==> src/hdl/nebps_pkg.sv <==
// Purpose: shared constants and types of the narrow bus pin and strap block
// Assumes: 32-bit APB data, one aligned word per register
// Notes: offsets are byte addresses
package nebps_pkg;
  localparam logic [7:0] OFF_CTRL = 8'h00;
  localparam logic [7:0] OFF_SPACE = 8'h04;
  localparam logic [7:0] OFF_ACCESS = 8'h08;
  localparam logic [7:0] OFF_STRAP = 8'h0C;
  localparam logic [7:0] OFF_STATUS = 8'h10;
  localparam int CTRL_DIV_LSB = 0;
  localparam int CTRL_REN_LSB = 2;
  localparam logic [1:0] RST_DIV = 2'h0;
  localparam logic RST_REN = 1'b0;
  localparam logic [1:0] RST_BOOT = 2'h2;
  localparam logic RST_ENDIAN = 1'b1;
  localparam int STRAP_ENDIAN = 20;
  localparam int STRAP_BOOT_LSB = 18;
  localparam int STRAP_WIDE_LSB = 16;
  localparam int STRAP_NARROW_LSB = 14;
  localparam int STRAP_EEPROM_AUTO_INIT_STRAP = 13;
  localparam int STRAP_CELL = 11;
  localparam int SPACE_LSB = 26;
  // busy cycles before ready is looked at; covers the ready synchroniser delay
  localparam logic [3:0] ACCESS_WAIT = 4'h3;
  localparam logic [1:0] CLK_PIN = 2'h0;
  localparam logic [1:0] CLK_CPU4 = 2'h1;
  localparam logic [1:0] CLK_CPU6 = 2'h2;
  localparam logic [1:0] DIV_BY1 = 2'h0;
  localparam logic [1:0] DIV_BY2 = 2'h1;
  localparam logic [1:0] DIV_BY4 = 2'h2;
  typedef enum logic [1:0] {
    MEM_ASYNC = 2'h0,
    MEM_SDRAM = 2'h1,
    MEM_SYNC = 2'h2
  } nebps_mem_e;
  typedef struct packed {
    logic endianLittle;
    logic [1:0] bootMode;
    logic [1:0] wideBusClockSelect;
    logic [1:0] narrowBusClockSelect;
    logic eepromAutoInitStrap;
    logic cellPortEnableStrap;
  } nebps_strap_s;
  typedef struct packed {
    logic readStrobe;
    logic outputStrobe;
    logic writeStrobe;
    logic fifoOutputStrobeSpace3;
  } nebps_strobe_s;
endpackage

==> src/hdl/nebps_clkgen.sv <==
// Purpose: bus clock source select and output clock dividers
// Assumes: clock pin already synchronised; cpu clock is clk
// Notes: outputs toggle on clk edges, so rates are divided from clk
module nebps_clkgen (
  input wire logic clk,
  input wire logic rst_n,
  input wire logic pinLevel,
  input wire logic [1:0] sourceSelect,
  input wire logic [1:0] divideSelect,
  output logic busClockOutFull,
  output logic busClockOutDivided
);
  logic [2:0] cpuCount;
  logic cpu4Clock;
  logic cpu6Clock;
  logic srcClock;
  logic srcPrev;
  logic [1:0] divCount;
  logic next_srcClock;
  wire srcRise = srcClock & ~srcPrev;
  wire [2:0] cpuWrap = (sourceSelect == nebps_pkg::CLK_CPU6) ? 3'h5 : 3'h3;
  always_comb begin
    unique case (sourceSelect)
      nebps_pkg::CLK_CPU4: next_srcClock = cpu4Clock;
      nebps_pkg::CLK_CPU6: next_srcClock = cpu6Clock;
      default: next_srcClock = pinLevel;
    endcase
  end
  always_ff @(posedge clk or negedge rst_n) begin
    if (!rst_n) begin
      cpuCount <= 3'h0;
      cpu4Clock <= 1'b0;
      cpu6Clock <= 1'b0;
    end else begin
      cpuCount <= (cpuCount >= cpuWrap) ? 3'h0 : cpuCount + 3'h1;
      cpu4Clock <= (cpuCount < 3'h2);
      cpu6Clock <= (cpuCount < 3'h3);
    end
  end
  always_ff @(posedge clk or negedge rst_n) begin
    if (!rst_n) begin
      srcClock <= 1'b0;
      srcPrev <= 1'b0;
      divCount <= 2'h0;
      busClockOutFull <= 1'b0;
      busClockOutDivided <= 1'b0;
    end else begin
      srcClock <= next_srcClock;
      srcPrev <= srcClock;
      busClockOutFull <= srcClock;
      if (srcRise) begin
        divCount <= divCount + 2'h1;
      end
      unique case (divideSelect)
        nebps_pkg::DIV_BY2: busClockOutDivided <= srcRise ? divCount[0] : busClockOutDivided;
        nebps_pkg::DIV_BY4: busClockOutDivided <= srcRise ? divCount[1] : busClockOutDivided;
        default: busClockOutDivided <= srcClock;
      endcase
    end
  end
endmodule

==> src/hdl/nebps_top.sv <==
// Purpose: narrow external bus pin functions and reset strap capture
// Assumes: APB slave; straps sampled from address pins while in reset
// Notes: strobes are active low at the pins
// Notes on behaviour
// - divided output clock, divide by 1/2/4
// - full output clock equals selected source
// - read strobe pin shared by memory type
// - sync space: 0 address strobe, 1 read
// - output strobe pin shared by memory type
// - write strobe pin shared by memory type
// - dedicated fifo output strobe for space 3
// - async access waits on sampled ready
// - address pins carry half-word address
// - address pins are inputs during reset
// - strap bit 20 selects endianness
// - strap bits 19:18 select boot mode
// - strap bits 17:16 wide bus clock
// - strap bits 15:14 narrow bus clock
// - strap bit 13 eeprom auto init
// - strap bit 11 cell port enable
// - bits 26..31 decode one chip enable
//
// The address map and the APB slave port are this design's own decisions.
module nebps_top (
  input wire logic clk,
  input wire logic rst_n,
  input wire logic psel,
  input wire logic penable,
  input wire logic pwrite,
  input wire logic [31:0] paddr,
  input wire logic [31:0] pwdata,
  output logic [31:0] prdata,
  output logic pready,
  output logic pslverr,
  input wire logic busClockInPin,
  input wire logic asyncReadyIn,
  input wire logic [20:1] narrowBusAddressIn,
  output logic [20:1] narrowBusAddressOut,
  output logic narrowBusAddressOe,
  output logic [3:0] chipEnable_n,
  output logic readStrobe_n,
  output logic outputStrobe_n,
  output logic writeStrobe_n,
  output logic fifoOutputStrobeSpace3_n,
  output logic busClockOutFull,
  output logic busClockOutDivided,
  output logic endianLittle,
  output logic [1:0] bootMode,
  output logic [1:0] wideBusClockSelect,
  output logic eepromAutoInitStrap,
  output logic cellPortEnableStrap,
  output logic serialPortOneEnable
);
  logic [20:1] addrSync1;
  logic [20:1] addrSync2;
  logic [1:0] clkSync;
  logic [1:0] rdySync;
  logic strapDone;
  nebps_pkg::nebps_strap_s strap;
  logic [1:0] divideSelect;
  logic readStrobeSelect;
  logic [31:0] accessAddr;
  logic accessWrite;
  logic accessGo;
  logic accessBusy;
  logic [1:0] spaceType [4];
  // address pin capture runs in reset too, so the straps are settled at release
  always_ff @(posedge clk) begin
    addrSync1 <= narrowBusAddressIn;
    addrSync2 <= addrSync1;
  end
  always_ff @(posedge clk or negedge rst_n) begin
    if (!rst_n) begin
      clkSync <= 2'h0;
      rdySync <= 2'h0;
    end else begin
      clkSync <= {clkSync[0], busClockInPin};
      rdySync <= {rdySync[0], asyncReadyIn};
    end
  end
  // first edge after release takes the straps, then holds them
  always_ff @(posedge clk or negedge rst_n) begin
    if (!rst_n) begin
      strapDone <= 1'b0;
      strap <= '{nebps_pkg::RST_ENDIAN, nebps_pkg::RST_BOOT, nebps_pkg::CLK_PIN,
                 nebps_pkg::CLK_PIN, 1'b0, 1'b0};
    end else if (!strapDone) begin
      strapDone <= 1'b1;
      strap.endianLittle <= addrSync2[nebps_pkg::STRAP_ENDIAN];
      strap.bootMode <= addrSync2[nebps_pkg::STRAP_BOOT_LSB +: 2];
      strap.wideBusClockSelect <= addrSync2[nebps_pkg::STRAP_WIDE_LSB +: 2];
      strap.narrowBusClockSelect <= addrSync2[nebps_pkg::STRAP_NARROW_LSB +: 2];
      strap.eepromAutoInitStrap <= addrSync2[nebps_pkg::STRAP_EEPROM_AUTO_INIT_STRAP];
      strap.cellPortEnableStrap <= addrSync2[nebps_pkg::STRAP_CELL];
    end
  end
  // apb decode
  wire apbWrite = psel & penable & pwrite;
  wire apbRead = psel & ~penable & ~pwrite;
  wire [7:0] offset = paddr[7:0];
  wire hitMap = (offset == nebps_pkg::OFF_CTRL) | (offset == nebps_pkg::OFF_SPACE) |
                (offset == nebps_pkg::OFF_ACCESS) | (offset == nebps_pkg::OFF_STRAP) |
                (offset == nebps_pkg::OFF_STATUS);
  wire mapped = hitMap & (paddr[31:8] == 24'h0);
  wire [31:0] strapWord = {11'h0, strap.endianLittle, strap.bootMode,
                           strap.wideBusClockSelect, strap.narrowBusClockSelect,
                           strap.eepromAutoInitStrap, 1'b0, strap.cellPortEnableStrap, 11'h0};
  logic [31:0] readValue;
  always_comb begin
    unique case (offset)
      nebps_pkg::OFF_CTRL: readValue = {29'h0, readStrobeSelect, divideSelect};
      nebps_pkg::OFF_SPACE: readValue = {24'h0, spaceType[3], spaceType[2], spaceType[1],
                                        spaceType[0]};
      nebps_pkg::OFF_ACCESS: readValue = accessAddr;
      nebps_pkg::OFF_STRAP: readValue = strapWord;
      nebps_pkg::OFF_STATUS: readValue = {30'h0, rdySync[1], accessBusy};
      default: readValue = 32'h0;
    endcase
  end
  always_ff @(posedge clk or negedge rst_n) begin
    if (!rst_n) begin
      prdata <= 32'h0;
      pready <= 1'b0;
      pslverr <= 1'b0;
    end else begin
      pready <= psel & ~penable;
      pslverr <= psel & ~penable & ~mapped;
      if (apbRead) begin
        prdata <= mapped ? readValue : 32'h0;
      end
    end
  end
  wire takeWrite = apbWrite & pready & mapped;
  always_ff @(posedge clk or negedge rst_n) begin
    if (!rst_n) begin
      divideSelect <= nebps_pkg::RST_DIV;
      readStrobeSelect <= nebps_pkg::RST_REN;
      accessAddr <= 32'h0;
      accessWrite <= 1'b0;
      accessGo <= 1'b0;
      for (int i = 0; i < 4; i++) begin
        spaceType[i] <= nebps_pkg::MEM_ASYNC;
      end
    end else begin
      accessGo <= 1'b0;
      if (takeWrite && offset == nebps_pkg::OFF_CTRL) begin
        divideSelect <= pwdata[nebps_pkg::CTRL_DIV_LSB +: 2];
        readStrobeSelect <= pwdata[nebps_pkg::CTRL_REN_LSB];
      end
      if (takeWrite && offset == nebps_pkg::OFF_SPACE) begin
        for (int i = 0; i < 4; i++) begin
          spaceType[i] <= pwdata[2*i +: 2];
        end
      end
      if (takeWrite && offset == nebps_pkg::OFF_ACCESS && !accessBusy) begin
        accessAddr <= pwdata;
        accessWrite <= pwdata[0];
        accessGo <= 1'b1;
      end
    end
  end
  // space decode from word address bits 26..31, one enable at most
  wire [5:0] spaceField = accessAddr[nebps_pkg::SPACE_LSB +: 6];
  wire [1:0] spaceIdx = spaceField[1:0];
  wire spaceValid = (spaceField[5:2] == 4'h0);
  wire [1:0] curType = spaceType[spaceIdx];
  wire isAsync = curType == nebps_pkg::MEM_ASYNC;
  wire isSync = curType == nebps_pkg::MEM_SYNC;
  logic [3:0] waitCount;
  always_ff @(posedge clk or negedge rst_n) begin
    if (!rst_n) begin
      accessBusy <= 1'b0;
      waitCount <= 4'h0;
    end else if (accessGo && spaceValid) begin
      accessBusy <= 1'b1;
      waitCount <= nebps_pkg::ACCESS_WAIT;
    end else if (accessBusy) begin
      if (waitCount != 4'h0) begin
        waitCount <= waitCount - 4'h1;
      end else if (!isAsync || rdySync[1]) begin
        accessBusy <= 1'b0;
      end
    end
  end
  nebps_pkg::nebps_strobe_s next_strobe;
  always_comb begin
    next_strobe = '0;
    if (accessBusy) begin
      // one pin per role, selected by space type
      next_strobe.readStrobe = ~accessWrite & (~isSync | readStrobeSelect);
      next_strobe.outputStrobe = ~accessWrite;
      next_strobe.writeStrobe = accessWrite;
      if (isSync && !readStrobeSelect) begin
        next_strobe.readStrobe = 1'b0;
      end
      next_strobe.fifoOutputStrobeSpace3 = isSync & (spaceIdx == 2'h3) & ~accessWrite;
    end
  end
  always_ff @(posedge clk or negedge rst_n) begin
    if (!rst_n) begin
      narrowBusAddressOut <= 20'h0;
      narrowBusAddressOe <= 1'b1;
      chipEnable_n <= 4'hF;
      readStrobe_n <= 1'b1;
      outputStrobe_n <= 1'b1;
      writeStrobe_n <= 1'b1;
      fifoOutputStrobeSpace3_n <= 1'b1;
    end else begin
      narrowBusAddressOe <= ~strapDone;
      narrowBusAddressOut <= accessAddr[20:1];
      for (int i = 0; i < 4; i++) begin
        chipEnable_n[i] <= ~(accessBusy & spaceValid & (spaceIdx == i[1:0]));
      end
      readStrobe_n <= ~next_strobe.readStrobe;
      outputStrobe_n <= ~next_strobe.outputStrobe;
      writeStrobe_n <= ~next_strobe.writeStrobe;
      fifoOutputStrobeSpace3_n <= ~next_strobe.fifoOutputStrobeSpace3;
    end
  end
  always_ff @(posedge clk or negedge rst_n) begin
    if (!rst_n) begin
      endianLittle <= nebps_pkg::RST_ENDIAN;
      bootMode <= nebps_pkg::RST_BOOT;
      wideBusClockSelect <= nebps_pkg::CLK_PIN;
      eepromAutoInitStrap <= 1'b0;
      cellPortEnableStrap <= 1'b0;
      serialPortOneEnable <= 1'b1;
    end else begin
      endianLittle <= strap.endianLittle;
      bootMode <= strap.bootMode;
      wideBusClockSelect <= strap.wideBusClockSelect;
      eepromAutoInitStrap <= strap.eepromAutoInitStrap;
      cellPortEnableStrap <= strap.cellPortEnableStrap;
      serialPortOneEnable <= ~strap.cellPortEnableStrap;
    end
  end
  nebps_clkgen clkGen (
    .clk(clk),
    .rst_n(rst_n),
    .pinLevel(clkSync[1]),
    .sourceSelect(strap.narrowBusClockSelect),
    .divideSelect(divideSelect),
    .busClockOutFull(busClockOutFull),
    .busClockOutDivided(busClockOutDivided)
  );
endmodule

==> config.mk <==
export PLATFORM = sky130hd
export DESIGN_NAME = nebps_top
export DESIGN_NICKNAME = d
export VERILOG_FILES = /design/src/hdl/nebps_pkg.sv /design/src/hdl/nebps_clkgen.sv /design/src/hdl/nebps_top.sv
export SDC_FILE = /design/constraint.sdc
export NUM_CORES = 1
export LEC_CHECK = 0
export ABC_CLOCK_PERIOD_IN_PS = 3800
export BUFFER_PORTS_ARGS = -buffer_cell sky130_fd_sc_hd__clkbuf_2
export CORE_AREA = 2 2 108 110
export CTS_BUF_LIST = sky130_fd_sc_hd__clkbuf_4
export DETAILED_ROUTE_END_ITERATION = 8
export DIE_AREA = 0 0 110 112
export GPL_ROUTABILITY_DRIVEN = 0
export HOLD_SLACK_MARGIN = 0.08
export PLACE_DENSITY = 0.85
export SLEW_MARGIN = 20
export SYNTH_ARGS = -nofsm -noshare
export SYNTH_HDL_FRONTEND = slang
export SYNTH_SLANG_ARGS = --single-unit
==> constraint.sdc <==
create_clock -name clk -period 3.8 [get_ports clk]
set_input_delay 0.38 -clock clk [delete_from_list [all_inputs] [get_ports clk]]
set_output_delay 0.38 -clock clk [all_outputs]
set_load 0.05 [all_outputs]
; Word-level counts from Yosys, hierarchy flattened
; Index checks and enable logic that the tools add are counted.
[totals]
register_bits = 185
inputBits = 91
[classes]
addsub = 3
n_eq_ne = 14
n_mux = 21
n_lt_le_gt_ge = 4
reduce_logical = 20
bitwise_logic = 39
[op_table]
columns = operator, n
row1 = case mux 32 bit (5 select lines), 1
row2 = 2-to-1 mux 32 bit, 1
row3 = zero test 24 bit, 1
row4 = bitwise AND 1 bit, 17
row5 = "== test 8 x 4 -> 1 bit, second input constant", 2
row6 = 2-to-1 mux 4 bit, 4
row7 = inverter 1 bit, 16
row8 = "== test 2 bit, second input constant", 5
row9 = "== test 8 x 3 -> 1 bit, second input constant", 1
row10 = "== test 8 x 5 -> 1 bit, second input constant", 1
row11 = zero test 8 bit, 1
row12 = 2-to-1 mux 1 bit, 8
row13 = "== test 2 x 1 -> 1 bit, second input constant", 3
row14 = logical AND 1 bit, 6
row15 = "less-than comparator 3 x 2 -> 1 bit, second input constant", 2
row16 = 2-to-1 mux 3 bit, 2
row17 = bitwise OR 1 bit, 5
row18 = binary-select mux 2 bit (select 2 bit), 1
row19 = zero test 2 bit, 2
row20 = zero test 4 bit, 1
row21 = 2-to-1 mux 2 bit, 2
row22 = "!= test 2 x 1 -> 1 bit, second input constant", 2
row23 = case mux 1 bit (2 select lines), 2
row24 = AND reduction 2 bit, 2
row25 = 10 further kinds, 13

; Depth between registers and ports, before layout
[logic_depth]
ltp_word = 11
depth_mapped = 7
ltp_nobuf = 6

; By module
; From an unflattened synthesis, not the netlist that was laid out.
[hier_totals]
cells_unflattened = 449
hier_area_um2 = 6034.5
[modules_own_cells]
columns = mod, seq_area_each_um2, cells_each, area_each_um2, n_inst
row1 = nebps_top, 3731.1, 404, 5512.8, 1
row2 = nebps_clkgen, 250.2, 45, 521.8, 1

; Worst setup path before layout
; No wires, ideal clock.
[synth_path]
kind = reg2reg
startpoint = register pready
endpoint = register divideSelect[0]
required_ps = 3675
path_stages_with_launch = 5
arrival_time_ps = 1946
setup_time_ps = 125
n_path_buf = 0
path_slack_ps = 1729
cell_sequence = dfrtp_1 nand4_1 or4_1 nor3_1 mux2_2
[synth_via]
elab_chain_cells = 3
[synth_lines]
columns = element, line_no
row1 = start: declaration, nebps_top.sv:33  ; output logic pready,
row2 = start signal: assignment, nebps_top.sv:126  ; pready <= psel & ~penable;
row3 = bitwise AND 1 bit (2 in a row), nebps_top.sv:133  ; wire takeWrite = apbWrite & pready & mapped;
row4 = logical AND 1 bit, nebps_top.sv:146  ; if (takeWrite && offset == nebps_pkg::OFF_CTRL) begin
row5 = end signal: assignment, nebps_top.sv:136  ; divideSelect <= nebps_pkg::RST_DIV;
row6 = end signal: assignment, nebps_top.sv:147  ; divideSelect <= pwdata[nebps_pkg::CTRL_DIV_LSB +: 2];
row7 = end: declaration, nebps_top.sv:60  ; logic [1:0] divideSelect;
; Every way passes these cells.
; A chain may end at the register's enable or synchronous reset.

; Final worst setup path
[layout_path]
startpoint = input paddr[2]
endpoint = register accessAddr[8]
[layout_via]
elab_chain_cells = 9
[layout_lines]
columns = element, line_no
row1 = start: declaration, nebps_top.sv:30  ; input wire logic [31:0] paddr,
row2 = == test 8 x 3 -> 1 bit or zero test 8 bit (tied branches), nebps_top.sv:101  ; wire hitMap = (offset == nebps_pkg::OFF_CTRL) | (offset == nebps_pkg::OFF_SPACE) |
row3 = bitwise OR 1 bit (2 in a row), nebps_top.sv:101
row4 = bitwise OR 1 bit (2 in a row), nebps_top.sv:102  ; (offset == nebps_pkg::OFF_ACCESS) | (offset == nebps_pkg::OFF_STRAP) |
row5 = bitwise AND 1 bit, nebps_top.sv:104  ; wire mapped = hitMap & (paddr[31:8] == 24'h0);
row6 = bitwise AND 1 bit, nebps_top.sv:133
row7 = logical AND 1 bit (*) (2 in a row), nebps_top.sv:155  ; if (takeWrite && offset == nebps_pkg::OFF_ACCESS && !accessBusy) begin
row8 = end signal: assignment, nebps_top.sv:156  ; accessAddr <= pwdata;
row9 = end: declaration, nebps_top.sv:62  ; logic [31:0] accessAddr;
; Mark *: on every way between the ends. The rest lies on a longest branch, timed or not.

==> summary.md <==
| Metric | Value |
|---|---|
| Mapped Area | about 0.0063 mm² |
| Yosys top cell area share | between 50% and 60% |
| Worst slew pin tran | 0.923 ns |
| Element type at the critical path start | input pin |
| Crit path buffers/inverters | 2 |
| CTS Buf Count | 17 |
| WP data arrival | 2.58 ns |
| Non-Filler Instances | 798 |
| Register area | 0.00398 mm² |
| Post-CTS Setup Bufs | 0 |
| Fmax | between 0.4 and 0.5 GHz |
| Net count, final | ~740 |
| Synth area leaders | dfrtp_1 (52%), mux2_4 (7.2%), dfstp_2 (5.8%) |
| Crit path max-delay family | simple AND/OR/NAND/NOR gates |
| Number of synthesized flops with an enable pin | 0 |
| Main flop type after synthesis | dfrtp_1 |
| # port buffers | 152 |
| Total die area | 0.0123 mm² |
| Synth cell types | 49 |
| Io pins | 164 |
| # setup viols final | 0 |
| Clock-pin slew on the worst setup and hold paths | 0.11 ns |
| DRC Markers | 0 |
| Sum Neg Setup Slack | 0 ns |
| Site row count | 39 |
| Ant diodes | 0 |
| Status | completed |
| Syn Inst Count | 449 |
| Crit share post-route | 57.0% |
| First-pass GRT wire length | 22.1 mm |
| Synthesized area per cell | 14.0 µm² |
| Seq/Total Area, Yosys | 63.3% |
| CTS Buffer Depth | 2 |
| Worst Setup End Kind | register |
| Worst-path cell chain | clkbuf_2 -> nand2b_1 -> nor4b_4 -> buf_4 -> mux2_4 |
| Final min period | 2.17 ns |
| Hold Vio Cnt, Final | 0 |
| Vias in the first global route | between 4000 and 5000 |
| CTS tree | done |
| Area added between synthesis and finish | 24.5% |
| CP Class | in2reg |
| Maxcap violations | 0 |
| DP HPWL | about 9.4 mm |
| Gr ovfl total | 0 |
| First-pass DRT Iterations | 5 |
| Min-delay worst type | in2reg |
| Max-slew violation count | 0 |
| Post-synthesis register bit count | between 150 and 200 |
| Initial antenna violation count | 0 |
| Avg WL per Cell | 17.1 µm |
| Die Y | 112 µm |
| Slowest stage delay, CP | roughly 0.62 ns |
| Post-CTS Resized | 0 |
| Cell area power density | 404 mW/mm² |
| Core Region | ~0.011 mm² |
| Final Skew | 0.0231 ns |
| Leakage | a little under 4 nW |
| Synth warn | 0 |
| Initial core utilization | ~56% |
| Root buf cell | clkbuf_4 |
| Gr usage total | 23.8% |
| Placed cells | 725 |
| CP Data Required Time | between 4 and 5 ns |
| Critical path's slowest cell | nand2b_1 |
| Post-Route WL | 13.7 mm |
| Post-CTS Hold Buffers | 41 |
| DIE WIDTH | 110 µm |
| Fillers | 752 |
| Rel. slew slack | 38.5% |
| Biggest area consumer among synthesized cells | dfrtp_1 |
| Layout cells sized above 1 | 41.4% |
| H-tree depth | 4 |
| Post-synth ARST share | 88.9% |
| Largest net degree at the start of global routing | 90 |
| Synth Net Count | ~550 |
| DRT iter0 DRCs | 201 |
| Avg Vias per Cell | about 5.4 |
| Clk_lat worst skew | 0.54 ns |
| Worst vdd ir | 0.238 mV |
| Remaining antenna violation count after routing | 0 |
| Clk sinks | 162 |
| Vias post-DR | 4298 |
| Crit-path max FO | 24 |
| RSZ-0062 raised after global routing | no |
| Area occupied by multi-input gates | roughly 0.0021 mm² |
-- worst register-to-register path, stage by stage, from the launching register on --
cell	delay (ns)
dfrtp_1	0.59
mux4_2	0.57
or4b_2	0.66
nand3_1	0.10
-- power by group --
group	switching (W)	total (W)	internal (W)	leakage (nW)
clock	0.000555	0.000971	0.000416	0.159
sequential	0.0000537	0.00186	0.00180	2.06
combinational	0.000194	0.000335	0.000141	1.66
total	0.000803	0.00316	0.00236	3.88
-- sequential cells by signal (all words and copies together) (netlist names), 3 cells and up --
| signal | flops |
|---|---|
| spaceType | 8 |
| chipEnable_n | 4 |
| prdata | 32 |
| strap | 9 |
| waitCount | 4 |
| addrSync2 | 9 |
| addrSync1 | 9 |
| narrowBusAddressOut | 20 |
| accessAddr | 32 |
| clkGen.cpuCount | 3 |
-- metal layers --
| layer | vias up | GRT usage [%] | share of wire (%) |
|---|---|---|---|
| met1 | 2146 | 29.1 | 40 |
| met2 | 164 | 40.2 | 52 |
| li1 | 1964 | - | - |
| met3 | 24 | 7.08 | 6.7 |
| met5 | - | 0 | 0 |
| met4 | 0 | 7.59 | 1.5 |
-- placed cells by master (no fill, tap or decap), drive strengths merged, types with 3 or more instances in the layout --
cell / n
mux2: 52
o31ai: 27
xnor2: 3
nand4: 5
o21ai: 8
clkbuf: 172
inv: 14
dfrtp: 130
nor2: 10
dlygate4sd3: 41
xor2: 3
mux2i: 10
buf: 5
nand2: 59
nor4: 9
a22oi: 6
nand2b: 6
a21oi: 6
ha: 8
dfstp: 14
dfxtp: 18
nor2b: 4
o41ai: 6
nor3: 3
clkinv: 7
-- Yosys cell counts, types with 4 or more instances --
cell type,number
ha_1,8
nand2_1,59
dfstp_2,14
dfxtp_1,18
o21ai_0,8
clkbuf_1,18
a21oi_1,6
nor2b_1,4
o41ai_1,4
mux2_2,22
inv_1,12
nor4_4,7
mux2_4,30
o31ai_1,27
dfrtp_1,130
nand2b_1,6
mux2i_1,10
nor2_1,10
a22oi_1,6
-- kinds of logic (layout without fill, tap and decap cells) --
| family | Yosys count | in the layout | synth area share (%) |
|---|---|---|---|
| mux | 64 | 64 | 13.4 |
| buf+inv | 35 | 241 | 2.65 |
| other cells | 1 | 1 | 0.0596 |
| flops | 162 | 162 | 63.3 |
| fa+ha+maj | 8 | 8 | 1.59 |
| simple gates | 112 | 112 | 11.1 |
| compound gates | 61 | 61 | 7.08 |
| xor+xnor | 6 | 6 | 0.836 |
-- path summary, 6_finish.rpt --
path	from	slack [ns]	depth (start not counted)	end
worst max register to register	accessAddr[26]	1.83	3	accessBusy
worst max-delay path	paddr[2]	1.63	5	accessAddr[8]
max in group asynchronous	rst_n	2.40	3	narrowBusAddressOe
min in group asynchronous	rst_n	0.47	2	narrowBusAddressOut[3]
worst min register to register	addrSync1[13]	0.34	0	addrSync2[13]
worst min-delay path	pwdata[2]	0.13	2	accessAddr[2]
-- cell type report --
| type | count | area share, % |
|---|---|---|
| clock buffer | 21 | 2.01 |
| clock inverter | 11 | 1.45 |
| inverter | 12 | 0.575 |
| multi-input combinational | 252 | 27.4 |
| sequential | 162 | 50.8 |
| tap | 143 | 2.29 |
| timing repair buffer | 197 | 15.4 |
-- stage by stage --
stage                     utilization (%)  hold WS (ns)  instance area, µm²  worst slack (ns)  total power (W)
after floorplan                         -        0.0844                6290              1.73          0.00205
after global placement               63.9         0.310                7150              1.16          0.00217
after detailed placement             63.9         0.313                7150              1.06          0.00219
after CTS                            70.0        0.0861                7830              1.66          0.00319
after global routing                 70.1        0.0939                7830              1.53          0.00330
final                                70.1         0.126                7830              1.63          0.00316
Power figures use the tool's default switching activity.
